[src/inc/fspg_map.svh]
/*
 * Constants of the flash self-program guard: register offsets, field
 * positions, reset values, flash geometry and the arming window.
 * Assumes word addressing of a 32K-word flash with 128-word pages.
 */
`ifndef FSPG_MAP_SVH
`define FSPG_MAP_SVH

// ----------------------------------------------------------------
// Register offsets (byte addresses)
// ----------------------------------------------------------------
`define FSPG_OFS_CTRL      8'h00
`define FSPG_OFS_STATUS    8'h04

// ----------------------------------------------------------------
// Control and status fields
// ----------------------------------------------------------------
`define FSPG_CTL_ENABLE    0
`define FSPG_CTL_ERASE     1
`define FSPG_CTL_WRITE     2
`define FSPG_CTL_LOCKSET   3
`define FSPG_CTL_BUSYCLR   4
`define FSPG_CTL_BUSY      6
`define FSPG_CTL_W         5
`define FSPG_ST_BLOCKED    8
`define FSPG_ST_HALT       9
`define FSPG_CTL_RST       5'h00
`define FSPG_LOCK_RST      4'hF

// ----------------------------------------------------------------
// Flash geometry, word addresses
// ----------------------------------------------------------------
`define FSPG_AW            15
`define FSPG_PAGE_LSB      7
`define FSPG_PW            8
`define FSPG_STALL_START   15'h7000
`define FSPG_BOOT_SZ0      15'h7000
`define FSPG_BOOT_SZ1      15'h7800
`define FSPG_BOOT_SZ2      15'h7C00
`define FSPG_BOOT_SZ3      15'h7E00

// ----------------------------------------------------------------
// Arming window after a control write, in clock cycles
// ----------------------------------------------------------------
`define FSPG_ARM_CYCLES    3'h4

`endif

[src/inc/fspg_pkg.sv]
/*
 * Types of the flash self-program guard.
 * Assumes nothing beyond the constants header.
 */
package fspg_pkg;

    // Operation state, Gray along idle -> rww -> stall
    typedef enum logic [1:0] {
        FS_IDLE  = 2'b00,
        FS_RWW   = 2'b01,
        FS_STALL = 2'b11
    } fspg_state_t;

endpackage : fspg_pkg

[src/hdl/fspg_guard.sv]
/*
 * Flash self-program guard: arms store-program-memory operations from
 * a control register, checks section and lock bits, starts page erase
 * and page write on the flash, stalls the core or blocks the
 * concurrent-read region, gates program-memory loads and interrupts.
 * Assumes a classic Wishbone master on sys_clk, a core that reports
 * its fetch address and a flash that pulses flashDone at the end.
 */
// Design decisions made here: the address map and the Wishbone slave port.
`timescale 1ns/1ps
`include "fspg_map.svh"

module fspg_guard
    import fspg_pkg::*;
(
    // Clock and reset
    input  wire logic                   sys_clk,
    input  wire logic                   nrst,
    // Wishbone slave
    input  wire logic                   wb_cyc_i,
    input  wire logic                   wb_stb_i,
    input  wire logic                   wb_we_i,
    input  wire logic [3:0]             wb_sel_i,
    input  wire logic [7:0]             wb_adr_i,
    input  wire logic [31:0]            wb_dat_i,
    output logic      [31:0]            wb_dat_o,
    output logic                        wb_ack_o,
    // Fuses and programmer
    input  wire logic [1:0]             bootSizeFuses,
    input  wire logic                   progLockWr,
    input  wire logic [3:0]             progLockData,
    input  wire logic                   chipErase,
    // Core side
    input  wire logic [`FSPG_AW-1:0]    cpuPc,
    input  wire logic                   spmExec,
    input  wire logic [`FSPG_AW-1:0]    spmTarget,
    input  wire logic [3:0]             spmLockData,
    input  wire logic [`FSPG_AW-1:0]    lpmAddr,
    input  wire logic                   intVecInBoot,
    output logic                        lpmAllow,
    output logic                        cpuHalt,
    output logic                        irqSuppress,
    output logic                        rwwReadBlock,
    // Flash side
    input  wire logic                   flashDone,
    output logic                        flashErase,
    output logic                        flashWrite,
    output logic                        flashBufLoad,
    output logic      [`FSPG_PW-1:0]    flashPage
);

    // ------------------------------------------------------------
    // State
    // ------------------------------------------------------------
    fspg_state_t              state_q, state_d;
    logic [`FSPG_CTL_W-1:0]   ctrl_q, ctrl_d;
    logic [2:0]               arm_q, arm_d;
    logic                     busy_q, busy_d;
    logic                     blocked_q, blocked_d;
    logic [3:0]               lock_q, lock_d;
    logic [`FSPG_PW-1:0]      page_q, page_d;
    logic                     erase_q, erase_d;
    logic                     write_q, write_d;
    logic                     bufLd_q, bufLd_d;
    logic                     ack_q, ack_d;
    logic [31:0]              rdat_q, rdat_d;

    // ------------------------------------------------------------
    // Section decode
    // ------------------------------------------------------------
    logic [`FSPG_AW-1:0] bootStart;
    logic                pcInBoot;
    logic                tgtInBoot;
    logic                lpmInBoot;
    logic                tgtInStall;
    logic                lpmInRww;

    // Boundary from fuses, all sizes inside stalling region
    always_comb begin
        unique case (bootSizeFuses)
            2'b00:   bootStart = `FSPG_BOOT_SZ0;
            2'b01:   bootStart = `FSPG_BOOT_SZ1;
            2'b10:   bootStart = `FSPG_BOOT_SZ2;
            2'b11:   bootStart = `FSPG_BOOT_SZ3;
        endcase
    end

    // Which section each address falls in
    assign pcInBoot   = (cpuPc >= bootStart);
    assign tgtInBoot  = (spmTarget >= bootStart);
    assign lpmInBoot  = (lpmAddr >= bootStart);
    assign tgtInStall = (spmTarget >= `FSPG_STALL_START);
    assign lpmInRww   = (lpmAddr < `FSPG_STALL_START);

    // ------------------------------------------------------------
    // Lock decode
    // ------------------------------------------------------------
    logic appUpper;
    logic appLower;
    logic bootUpper;
    logic bootLower;
    logic wrBlocked;
    logic rdBlocked;

    // Bits [1:0] application lock, [3:2] boot lock; 1 = unprogrammed
    assign appLower  = lock_q[0];
    assign appUpper  = lock_q[1];
    assign bootLower = lock_q[2];
    assign bootUpper = lock_q[3];

    // Write blocked when lower bit programmed (modes 2 and 3)
    always_comb begin
        if (tgtInBoot) begin
            wrBlocked = !bootLower;
        end else begin
            wrBlocked = !appLower;
        end
    end

    // Cross-section load blocked when upper bit programmed (modes 3, 4)
    always_comb begin
        if (pcInBoot && !lpmInBoot) begin
            rdBlocked = !appUpper;
        end else if (!pcInBoot && lpmInBoot) begin
            rdBlocked = !bootUpper;
        end else begin
            rdBlocked = 1'b0;
        end
    end

    // Load gate; general lock modes take no part here
    assign lpmAllow = !rdBlocked
                    && !(busy_q && lpmInRww)
                    && (state_q != FS_STALL);

    // Interrupt gate by vector placement
    always_comb begin
        irqSuppress = 1'b0;
        if (intVecInBoot && !pcInBoot && !appUpper) begin
            irqSuppress = 1'b1;
        end
        if (!intVecInBoot && pcInBoot && !bootUpper) begin
            irqSuppress = 1'b1;
        end
    end

    // ------------------------------------------------------------
    // Bus decode
    // ------------------------------------------------------------
    logic busReq;
    logic busWr;
    logic ctrlWr;
    logic spmOk;

    assign busReq = wb_cyc_i && wb_stb_i;
    // Write takes effect on the edge where ack is seen
    assign busWr  = busReq && wb_we_i && ack_q;
    assign ctrlWr = busWr && (wb_adr_i == `FSPG_OFS_CTRL) && wb_sel_i[0];

    // Accepted only from boot code inside the arming window
    assign spmOk  = spmExec && (arm_q != 3'h0)
                 && pcInBoot;

    // ------------------------------------------------------------
    // Next-state logic
    // ------------------------------------------------------------
    always_comb begin
        state_d   = state_q;
        ctrl_d    = ctrl_q;
        arm_d     = arm_q;
        busy_d    = busy_q;
        blocked_d = blocked_q;
        lock_d    = lock_q;
        page_d    = page_q;
        erase_d   = 1'b0;
        write_d   = 1'b0;
        bufLd_d   = 1'b0;
        ack_d     = busReq && !ack_q;
        rdat_d    = rdat_q;

        // Arming window countdown; expiry drops the request
        if (arm_q != 3'h0) begin
            arm_d = arm_q - 3'h1;
            if (arm_q == 3'h1 && !spmOk && state_q == FS_IDLE) begin
                ctrl_d = `FSPG_CTL_RST;
            end
        end

        // Control write arms the window while idle
        if (ctrlWr && state_q == FS_IDLE) begin
            ctrl_d    = wb_dat_i[`FSPG_CTL_W-1:0];
            blocked_d = 1'b0;
            if (wb_dat_i[`FSPG_CTL_ENABLE]) begin
                arm_d = `FSPG_ARM_CYCLES;
            end else begin
                arm_d = 3'h0;
            end
        end

        // Store-program-memory from an executing instruction
        if (spmOk && state_q == FS_IDLE) begin
            arm_d  = 3'h0;
            ctrl_d = `FSPG_CTL_RST;
            if (ctrl_q[`FSPG_CTL_ERASE] || ctrl_q[`FSPG_CTL_WRITE]) begin
                if (wrBlocked) begin
                    blocked_d = 1'b1;
                end else begin
                    // General write lock is not consulted
                    page_d  = spmTarget[`FSPG_AW-1:`FSPG_PAGE_LSB];
                    erase_d = ctrl_q[`FSPG_CTL_ERASE];
                    write_d = !ctrl_q[`FSPG_CTL_ERASE];
                    ctrl_d  = ctrl_q;     // stays visible until flashDone
                    busy_d  = 1'b1;
                    if (tgtInStall) begin
                        state_d = FS_STALL;
                    end else begin
                        state_d = FS_RWW;
                    end
                end
            end else if (ctrl_q[`FSPG_CTL_LOCKSET]) begin
                lock_d = lock_q & spmLockData;
            end else if (ctrl_q[`FSPG_CTL_BUSYCLR]) begin
                busy_d = 1'b0;
            end else begin
                bufLd_d = 1'b1;
            end
        end

        // Flash finished; flag stays until cleared
        if (state_q != FS_IDLE && flashDone) begin
            state_d = FS_IDLE;
            ctrl_d  = `FSPG_CTL_RST;
        end

        // Programmer may only program lock bits
        if (progLockWr) begin
            lock_d = lock_d & progLockData;
        end
        // Chip erase and reset are the only ways back to unprogrammed
        if (chipErase) begin
            lock_d = `FSPG_LOCK_RST;
        end

        // Read data latched on the request cycle
        if (busReq && !ack_q) begin
            rdat_d = 32'h0000_0000;
            unique case (wb_adr_i)
                `FSPG_OFS_CTRL: begin
                    rdat_d[`FSPG_CTL_W-1:0] = ctrl_q;
                    rdat_d[`FSPG_CTL_BUSY]  = busy_q;
                end
                `FSPG_OFS_STATUS: begin
                    rdat_d[3:0]              = lock_q;
                    rdat_d[5:4]              = bootSizeFuses;
                    rdat_d[`FSPG_ST_BLOCKED] = blocked_q;
                    rdat_d[`FSPG_ST_HALT]    = (state_q == FS_STALL);
                end
                default: begin
                    rdat_d = 32'h0000_0000;
                end
            endcase
        end
    end

    // ------------------------------------------------------------
    // Registers
    // ------------------------------------------------------------
    always_ff @(posedge sys_clk or negedge nrst) begin
        if (!nrst) begin
            state_q   <= FS_IDLE;
            ctrl_q    <= `FSPG_CTL_RST;
            arm_q     <= 3'h0;
            busy_q    <= 1'b0;
            blocked_q <= 1'b0;
            lock_q    <= `FSPG_LOCK_RST;
            page_q    <= 8'h00;
            erase_q   <= 1'b0;
            write_q   <= 1'b0;
            bufLd_q   <= 1'b0;
            ack_q     <= 1'b0;
            rdat_q    <= 32'h0000_0000;
        end else begin
            state_q   <= state_d;
            ctrl_q    <= ctrl_d;
            arm_q     <= arm_d;
            busy_q    <= busy_d;
            blocked_q <= blocked_d;
            lock_q    <= lock_d;
            page_q    <= page_d;
            erase_q   <= erase_d;
            write_q   <= write_d;
            bufLd_q   <= bufLd_d;
            ack_q     <= ack_d;
            rdat_q    <= rdat_d;
        end
    end

    // ------------------------------------------------------------
    // Outputs
    // ------------------------------------------------------------
    assign wb_ack_o     = ack_q;
    assign wb_dat_o     = rdat_q;
    assign cpuHalt      = (state_q == FS_STALL);
    assign rwwReadBlock = busy_q;
    assign flashErase   = erase_q;
    assign flashWrite   = write_q;
    assign flashBufLoad = bufLd_q;
    assign flashPage    = page_q;

endmodule : fspg_guard

[config.mk]
export PLATFORM = sky130hd
export DESIGN_NAME = fspg_guard
export DESIGN_NICKNAME = d
export VERILOG_FILES = /design/src/inc/fspg_pkg.sv /design/src/hdl/fspg_guard.sv
export VERILOG_INCLUDE_DIRS = /design/src /design/src/inc
export SDC_FILE = /design/constraint.sdc
export NUM_CORES = 1
export LEC_CHECK = 0
export ABC_AREA = 1
export BUFFER_PORTS_ARGS = -buffer_cell sky130_fd_sc_hd__clkbuf_2
export CAP_MARGIN = 20
export CORE_UTILIZATION = 43
export DETAILED_ROUTE_END_ITERATION = 6
export PLACE_DENSITY = 0.81
export SLEW_MARGIN = 10
export SYNTH_ARGS = -nofsm -noshare
export SYNTH_HDL_FRONTEND = slang
export SYNTH_SLANG_ARGS = --single-unit
[constraint.sdc]
create_clock -name sys_clk -period 2.05 [get_ports sys_clk]
set_input_delay 0 -clock sys_clk [delete_from_list [all_inputs] [get_ports sys_clk]]
set_output_delay 0 -clock sys_clk [all_outputs]
set_load 0.01 [all_outputs]
==> results of run 1 <==
-- layout by cell type, fill, tap and decap left out, types with 2 or more instances in the layout --
cell	synthesis	routed
clkbuf_2	0	103
nand2_1	66	66
nor2_1	42	42
inv_1	40	40
dfrtp_1	33	33
conb_1	1	23
dlygate4sd3_1	0	18
nand3_1	17	17
ha_1	12	12
o21ai_0	11	11
o21ai_1	10	10
nor3_1	8	8
clkbuf_8	0	6
o31ai_1	5	5
a21oi_1	4	4
nand4_1	4	4
dfstp_2	4	4
inv_2	3	3
a31oi_1	3	3
o22ai_1	3	3
nand3_2	2	2
o21bai_1	2	2
nand2_2	2	2
buf_4	23	2
-- state kept, by name, indices dropped and copies added (netlist names) --
name / cells
wb_ack_o: 1
rwwReadBlock: 1
lock_q: 4
state_q: 2
ctrl_q: 5
flashPage: 8
blocked_q: 1
flashWrite: 1
flashBufLoad: 1
flashErase: 1
arm_q: 3
wb_dat_o: 9
-- cell usage after synthesis, drive strengths merged, types with 4 or more instances --
library cell	n	area, um2
a21oi	4	20.0
o21ai	22	114
nor2	44	175
nand2	69	272
ha	12	150
inv	43	161
o31ai	5	37.5
dfrtp	33	826
dfstp	4	105
nor3	9	56.3
nand4	5	37.5
nand3	19	105
buf	27	191
-- final cells by class --
type / count / area [um2] / area share
clock buffer: 6 / 82.6 / 0.0257
multi-input combinational: 229 / 1210 / 0.375
timing repair buffer: 124 / 731 / 0.227
sequential: 37 / 931 / 0.289
inverter: 44 / 165 / 0.0513
tap: 70 / 87.6 / 0.0272
clock inverter: 2 / 13.8 / 0.00428
-- layer usage --
metal  global-route usage  part of all wire  up-vias
met2                0.374              0.50       87
met1                0.256              0.42     1078
li1                     -                 -     1215
met5                    0                 0        -
met4               0.0615             0.014        0
met3               0.0405             0.063        8
-- cell families after synthesis --
logic type	Yosys count
flops	37
other cells	1
compound gates	40
fa+ha+maj	12
simple gates	153
buf+inv	71
xor+xnor	1
-- final timing paths --
check                                      from  slack (ps)  cells past startpoint      endpoint
max in group asynchronous                  nrst        1120                      2  flashPage[1]
worst max register to register         arm_q[0]         230                     11  flashPage[1]
worst min register to register        ctrl_q[3]         460                      1  flashBufLoad
worst min-delay path            progLockData[2]          10                      3     lock_q[2]
min in group asynchronous                  nrst         370                      2  flashPage[0]
worst max-delay path              spmTarget[10]         220                     12  flashPage[1]
-- tightest hold or removal path: stages --
cell and delay (ps):
clkbuf_2 70, o21ai_0 130, o21ai_0 90
-- through the flow --
stage                     cell area (um2)  std cells  hold slack (ps)
final                                3220        512             12.5
after global routing                 3220        512             35.1
after CTS                            3220        512             2.98
after detailed placement             2940        486              173
after global placement               2940        486              158
after floorplan                      2490        337             -296
-- report_power, final --
group          switching, mW  total [mW]  internal, mW
Clock                  0.267       0.540         0.272
Combinational          0.289       0.523         0.234
Sequential            0.0327       0.815         0.782
==> flow_metrics.tcl, run 1 <==
set metrics [dict create \
    syn_area_um2 2410 \
    dp_hpwl_um 4590 \
    cts_root_buffer "clkbuf_8" \
    status "complete, no violations" \
    yosysSeqAreaShare 0.386 \
    final_core_util 0.614 \
    die_w_um 76.9 \
    finalCritPeriodShare 0.891 \
    start_util 0.460 \
    crit_type "in -> reg" \
    synth_compound_area_frac 0.0960 \
    p_leak_nw 1.81 \
    grt_max_degree 38 \
    final_layout_size_suffix_gt1_frac 0.308 \
    setup_violations 0 \
    final.setup.worst_slack_ps 224 \
    tightestPinTransition_ps 899 \
    worstPathArrival_ps 2000 \
    drc 0 \
    crit_family "buffers and inverters" \
    routed_wl_um 5900 \
    ys_warn_count 0 \
    grt_pass1_vias 2254 \
    synth_cells 315 \
    coreArea_um2 5240 \
    vias 2388 \
    p_per_area_nw_per_um2 584 \
    die_area_um2 5910 \
    cp_common_cell "nand2_1" \
    synth-edff-count 0 \
    gp_congestion 0.827 \
    ys_ff_latch 37 \
    report.power.total_mw 1.88 \
    fin_crit_ps 1830 \
    postCtsSetupBuffers 0 \
    fp-row-count 26 \
    clockBufferDepth 2 \
    fin_skew_ps 6.24 \
    ant_nets 0 \
    cts_resized 0 \
    synth_top_family_by_area "simple AND/OR/NAND/NOR gates" \
    grt_overflow_total 0 \
    max_freq_mhz 548 \
    hold_viol_final 0 \
    wl_per_cell_um 11.5 \
    clock_sinks 37 \
    cts_tree "done" \
    synthXorXnorAreaFrac 0.00363 \
    synthSimpleGateAreaFrac 0.303 \
    syn_avg_cell_area_um2 7.65 \
    synth_flop_cell "dfrtp_1" \
    cts_max_level 2 \
    diodes 0 \
    grt_pass1_wl_um 9880 \
    nets 562 \
    synth_adder_area_share 0.0623 \
    critPathMaxStageDelay_ps 540 \
    cts_buffers 5 \
    crit_chain "dlygate4sd3_1 -> clkbuf_2 -> ha_1 -> inv_1 -> o21bai_1 -> a21oi_1 -> nand3_1 -> nand2_1 -> nand3_2 -> buf_12 -> nand2_1 -> o21ai_1" \
    cts_hold_buf 18 \
    syn_to_final_growth_pct 33.4 \
    crit_buf_inv 4 \
    synthMuxAreaShare 0 \
    synth.distinct_cells 39 \
    ir_drop_mv 0.305 \
    die_y_um 76.9 \
    setup-tns-final_ps 0 \
    clkLatencyLatePin_ps 290 \
    fillers 493 \
    worstSetupStartpointType "input pin" \
    worst_setup_path_end_kind "flop" \
    drt_iter0_markers 162 \
    path_max_fanout 20 \
    cp.required_ps 2230 \
    pin_count 157 \
    post-place-ws_ps 151 \
    vias_per_cell 4.66 \
    async_flop_share 1.00 \
    antenna_found_initial 0 \
    maxSlewViolCount 0 \
    rsz0062_at_grt "no" \
    grtUsageTotal 0.211 \
    max_cap_viol_count 0 \
    dr.pass1.iters 4 \
    io_buffers 103 \
    critPathSlowestCell "dlygate4sd3_1" \
    slew_headroom 0.401 \
    clk_pin_slew_ps 80 \
    hold_class "in -> reg" \
]
Note: power is estimated with default switching activity, not from simulation.
==> run 2, diff against run 1 <==
- ABC_AREA: 1 -> not set
- CORE_UTILIZATION: 43 -> 42
==> run 2 against run 1 <==
  * Hold slack about the same
  * Critical path type is now in -> out
  * Synthesized area down 3.8%
  * Die area is 1.5% lower
  * Global-route usage grew 1.1 points
  * The flow now finishes with violations (setup timing)
  * Critical path depth down 3
  * Largest power group unchanged
  * Design area is 2.0% higher
  * Clock skew shrank 2.9 ps
  * Sequential power fell by 1%
==> flow_metrics.tcl, run 2 <==
set metrics [dict create \
    status "complete, but fails checks" \
    violations "setup timing" \
    cp.required_ps 2050 \
    wl_per_cell_um 14.0 \
    vias_per_cell 5.03 \
    die_y_um 76.3 \
    syn_to_final_growth_pct 41.6 \
    rsz0062_at_grt "yes" \
    drc 0 \
    report.power.total_mw 1.82 \
    cts_buffers 5 \
    fin_crit_ps 2050 \
    setup-tns-final_ps -1.94 \
    worstSetupStartpointType "input pin" \
    path_max_fanout 3 \
    cts_tree "done" \
    grt_max_degree 38 \
    placed_area_um2 2910 \
    die_area_um2 5820 \
    pin_count 157 \
    vias 2207 \
    slew_headroom 0.399 \
    final_common_cell "clkbuf_2" \
    crit_buf_inv 2 \
    worstPathArrival_ps 2050 \
    grt_pass1_vias 2299 \
    diodes 0 \
    antenna_found_initial 0 \
    clkLatencyLatePin_ps 300 \
    tightestPinTransition_ps 902 \
    coreArea_um2 5200 \
    ir_drop_mv 0.370 \
    p_leak_nw 1.77 \
    yosysSeqAreaShare 0.402 \
    setup_violations 1 \
    start_util 0.445 \
    worst-path-stages 9 \
    yosysTopAreaCell "dfrtp_1" \
    final_layout_size_suffix_gt1_frac 0.439 \
    synth_cells 231 \
    worstRegToRegCells 7 \
    synth_top_area_share 0.356 \
    critPathMaxStageDelay_ps 450 \
    synth_flop_cell "dfrtp_1" \
    maxSlewViolCount 0 \
    crit_type "in -> out" \
    dr.pass1.iters 4 \
    io_buffers 103 \
    grtUsageTotal 0.222 \
    ant_nets 0 \
    max_freq_mhz 487 \
    synth.most_common_cell "dfrtp_1" \
    die_w_um 76.3 \
    grt_overflow_total 0 \
    ys_warn_count 0 \
    hold_viol_final 0 \
    clk_pin_slew_ps 70 \
    fp-row-count 26 \
    hold_ws_ps 12.2 \
    gp_congestion 0.838 \
    crit_chain "clkbuf_2 -> and2_4 -> ha_4 -> or4b_4 -> o41ai_2 -> a31oi_1 -> or4_1 -> and3_1 -> clkbuf_2" \
    final_area_um2 3280 \
    dp_hpwl_um 4680 \
    max_cap_viol_count 0 \
    fin_skew_ps 3.32 \
    largest_reg_flops 9 \
    cp_common_cell "clkbuf_2" \
    hold_depth 3 \
    finalCritPeriodShare 1.00 \
    crit_family "simple AND/OR/NAND/NOR gates" \
    worst_setup_path_end_kind "primary output" \
    clockBufferDepth 2 \
    drt_iter0_markers 112 \
    grt_pass1_wl_um 10400 \
    ys_ff_latch 37 \
    final.setup.worst_slack_ps -1.94 \
    syn_avg_cell_area_um2 10.0 \
    routed_wl_um 6140 \
    cts_root_buffer "clkbuf_8" \
    nets 489 \
    p_per_area_nw_per_um2 556 \
    async_flop_share 1.00 \
    synth-edff-count 0 \
    hold_class "in -> reg" \
    ys_top_cells_by_count "33 x dfrtp_1, 23 x buf_4, 19 x nand2_1" \
    cts_max_level 2 \
    clock_sinks 37 \
    critPathSlowestCell "or4b_4" \
    syn_area_um2 2320 \
    layout_common_cells "103 x clkbuf_2, 32 x dfrtp_1, 23 x conb_1" \
    synth_area_leaders "dfrtp_1 36%, buf_4 7.4%, ha_1 6.5%" \
    synth.distinct_cells 53 \
]
## run 2: layer usage
metal / GRT usage / vias up / share of wire / routed length (um)
li1: - / 1069 / - / -
met1: 0.282 / 1055 / 0.41 / 2540
met2: 0.375 / 73 / 0.52 / 3200
met3: 0.0443 / 10 / 0.051 / 314
met4: 0.0731 / 0 / 0.015 / 93
met5: 0 / - / 0 / 0
## run 2: cell families after synthesis
family	Yosys count	synth area share
and+or+nand+nor	72	0.190
AOI/OAI and AO/OA	49	0.157
buffers and inverters	45	0.117
DFF	37	0.402
muxes	14	0.0648
adders and majority gates	12	0.0648
other	1	0.00162
xor gates and xnor gates	1	0.00378
## run 2: metrics by stage
stage	std cells	setup WS, ps	utilization
2_1_floorplan	253	32.4	-
3_3_place_gp	411	-194	0.558
3_5_place_dp	411	-337	0.558
4_1_cts	438	-95.7	0.619
5_1_grt	439	-69.7	0.631
6_report	439	-1.94	0.631
## run 2: area by class of cell
type / instances / area (um2)
fillers: 445 / 1920
well taps: 70 / 87.6
clock buffers: 8 / 90.1
multi-input cells: 172 / 1300
repair buffers: 136 / 816
flip-flops and latches: 37 / 932
inverters: 16 / 60.1
## run 2: worst paths after layout
check / slack, ps / endpoint / startpoint
worst max-delay path: -2 / lpmAllow / bootSizeFuses[0]
worst min-delay path: 10 / lock_q[0] / chipErase
worst max register to register: 80 / flashPage[1] / arm_q[0]
worst min register to register: 480 / wb_dat_o[5] / wb_dat_o[5]
max in group asynchronous: 1070 / state_q[1] / nrst
min in group asynchronous: 360 / wb_dat_o[0] / nrst
## run 2: worst min-delay path, cell delays in order
cell and delay [ps]:
clkbuf_2 130, a21oi_1 130, a21oi_1 50
## run 2: power breakdown
group / switching (mW) / internal (mW) / leakage (nW) / total [mW]
sequential: 0.0322 / 0.775 / 0.494 / 0.807
clock: 0.255 / 0.274 / 0.0455 / 0.529
combinational: 0.239 / 0.249 / 1.23 / 0.488
## run 2: repair_timing
item | 4_1_cts | 5_1_grt
hold buffers | 18 | 0
buffers inserted | 1 | 0
gates resized for setup | 6 | 10
pin swaps | 3 | 4
setup endpoints to repair | 8 | 15
hold endpoints to repair | 51 | 0
cloned | 0 | 1
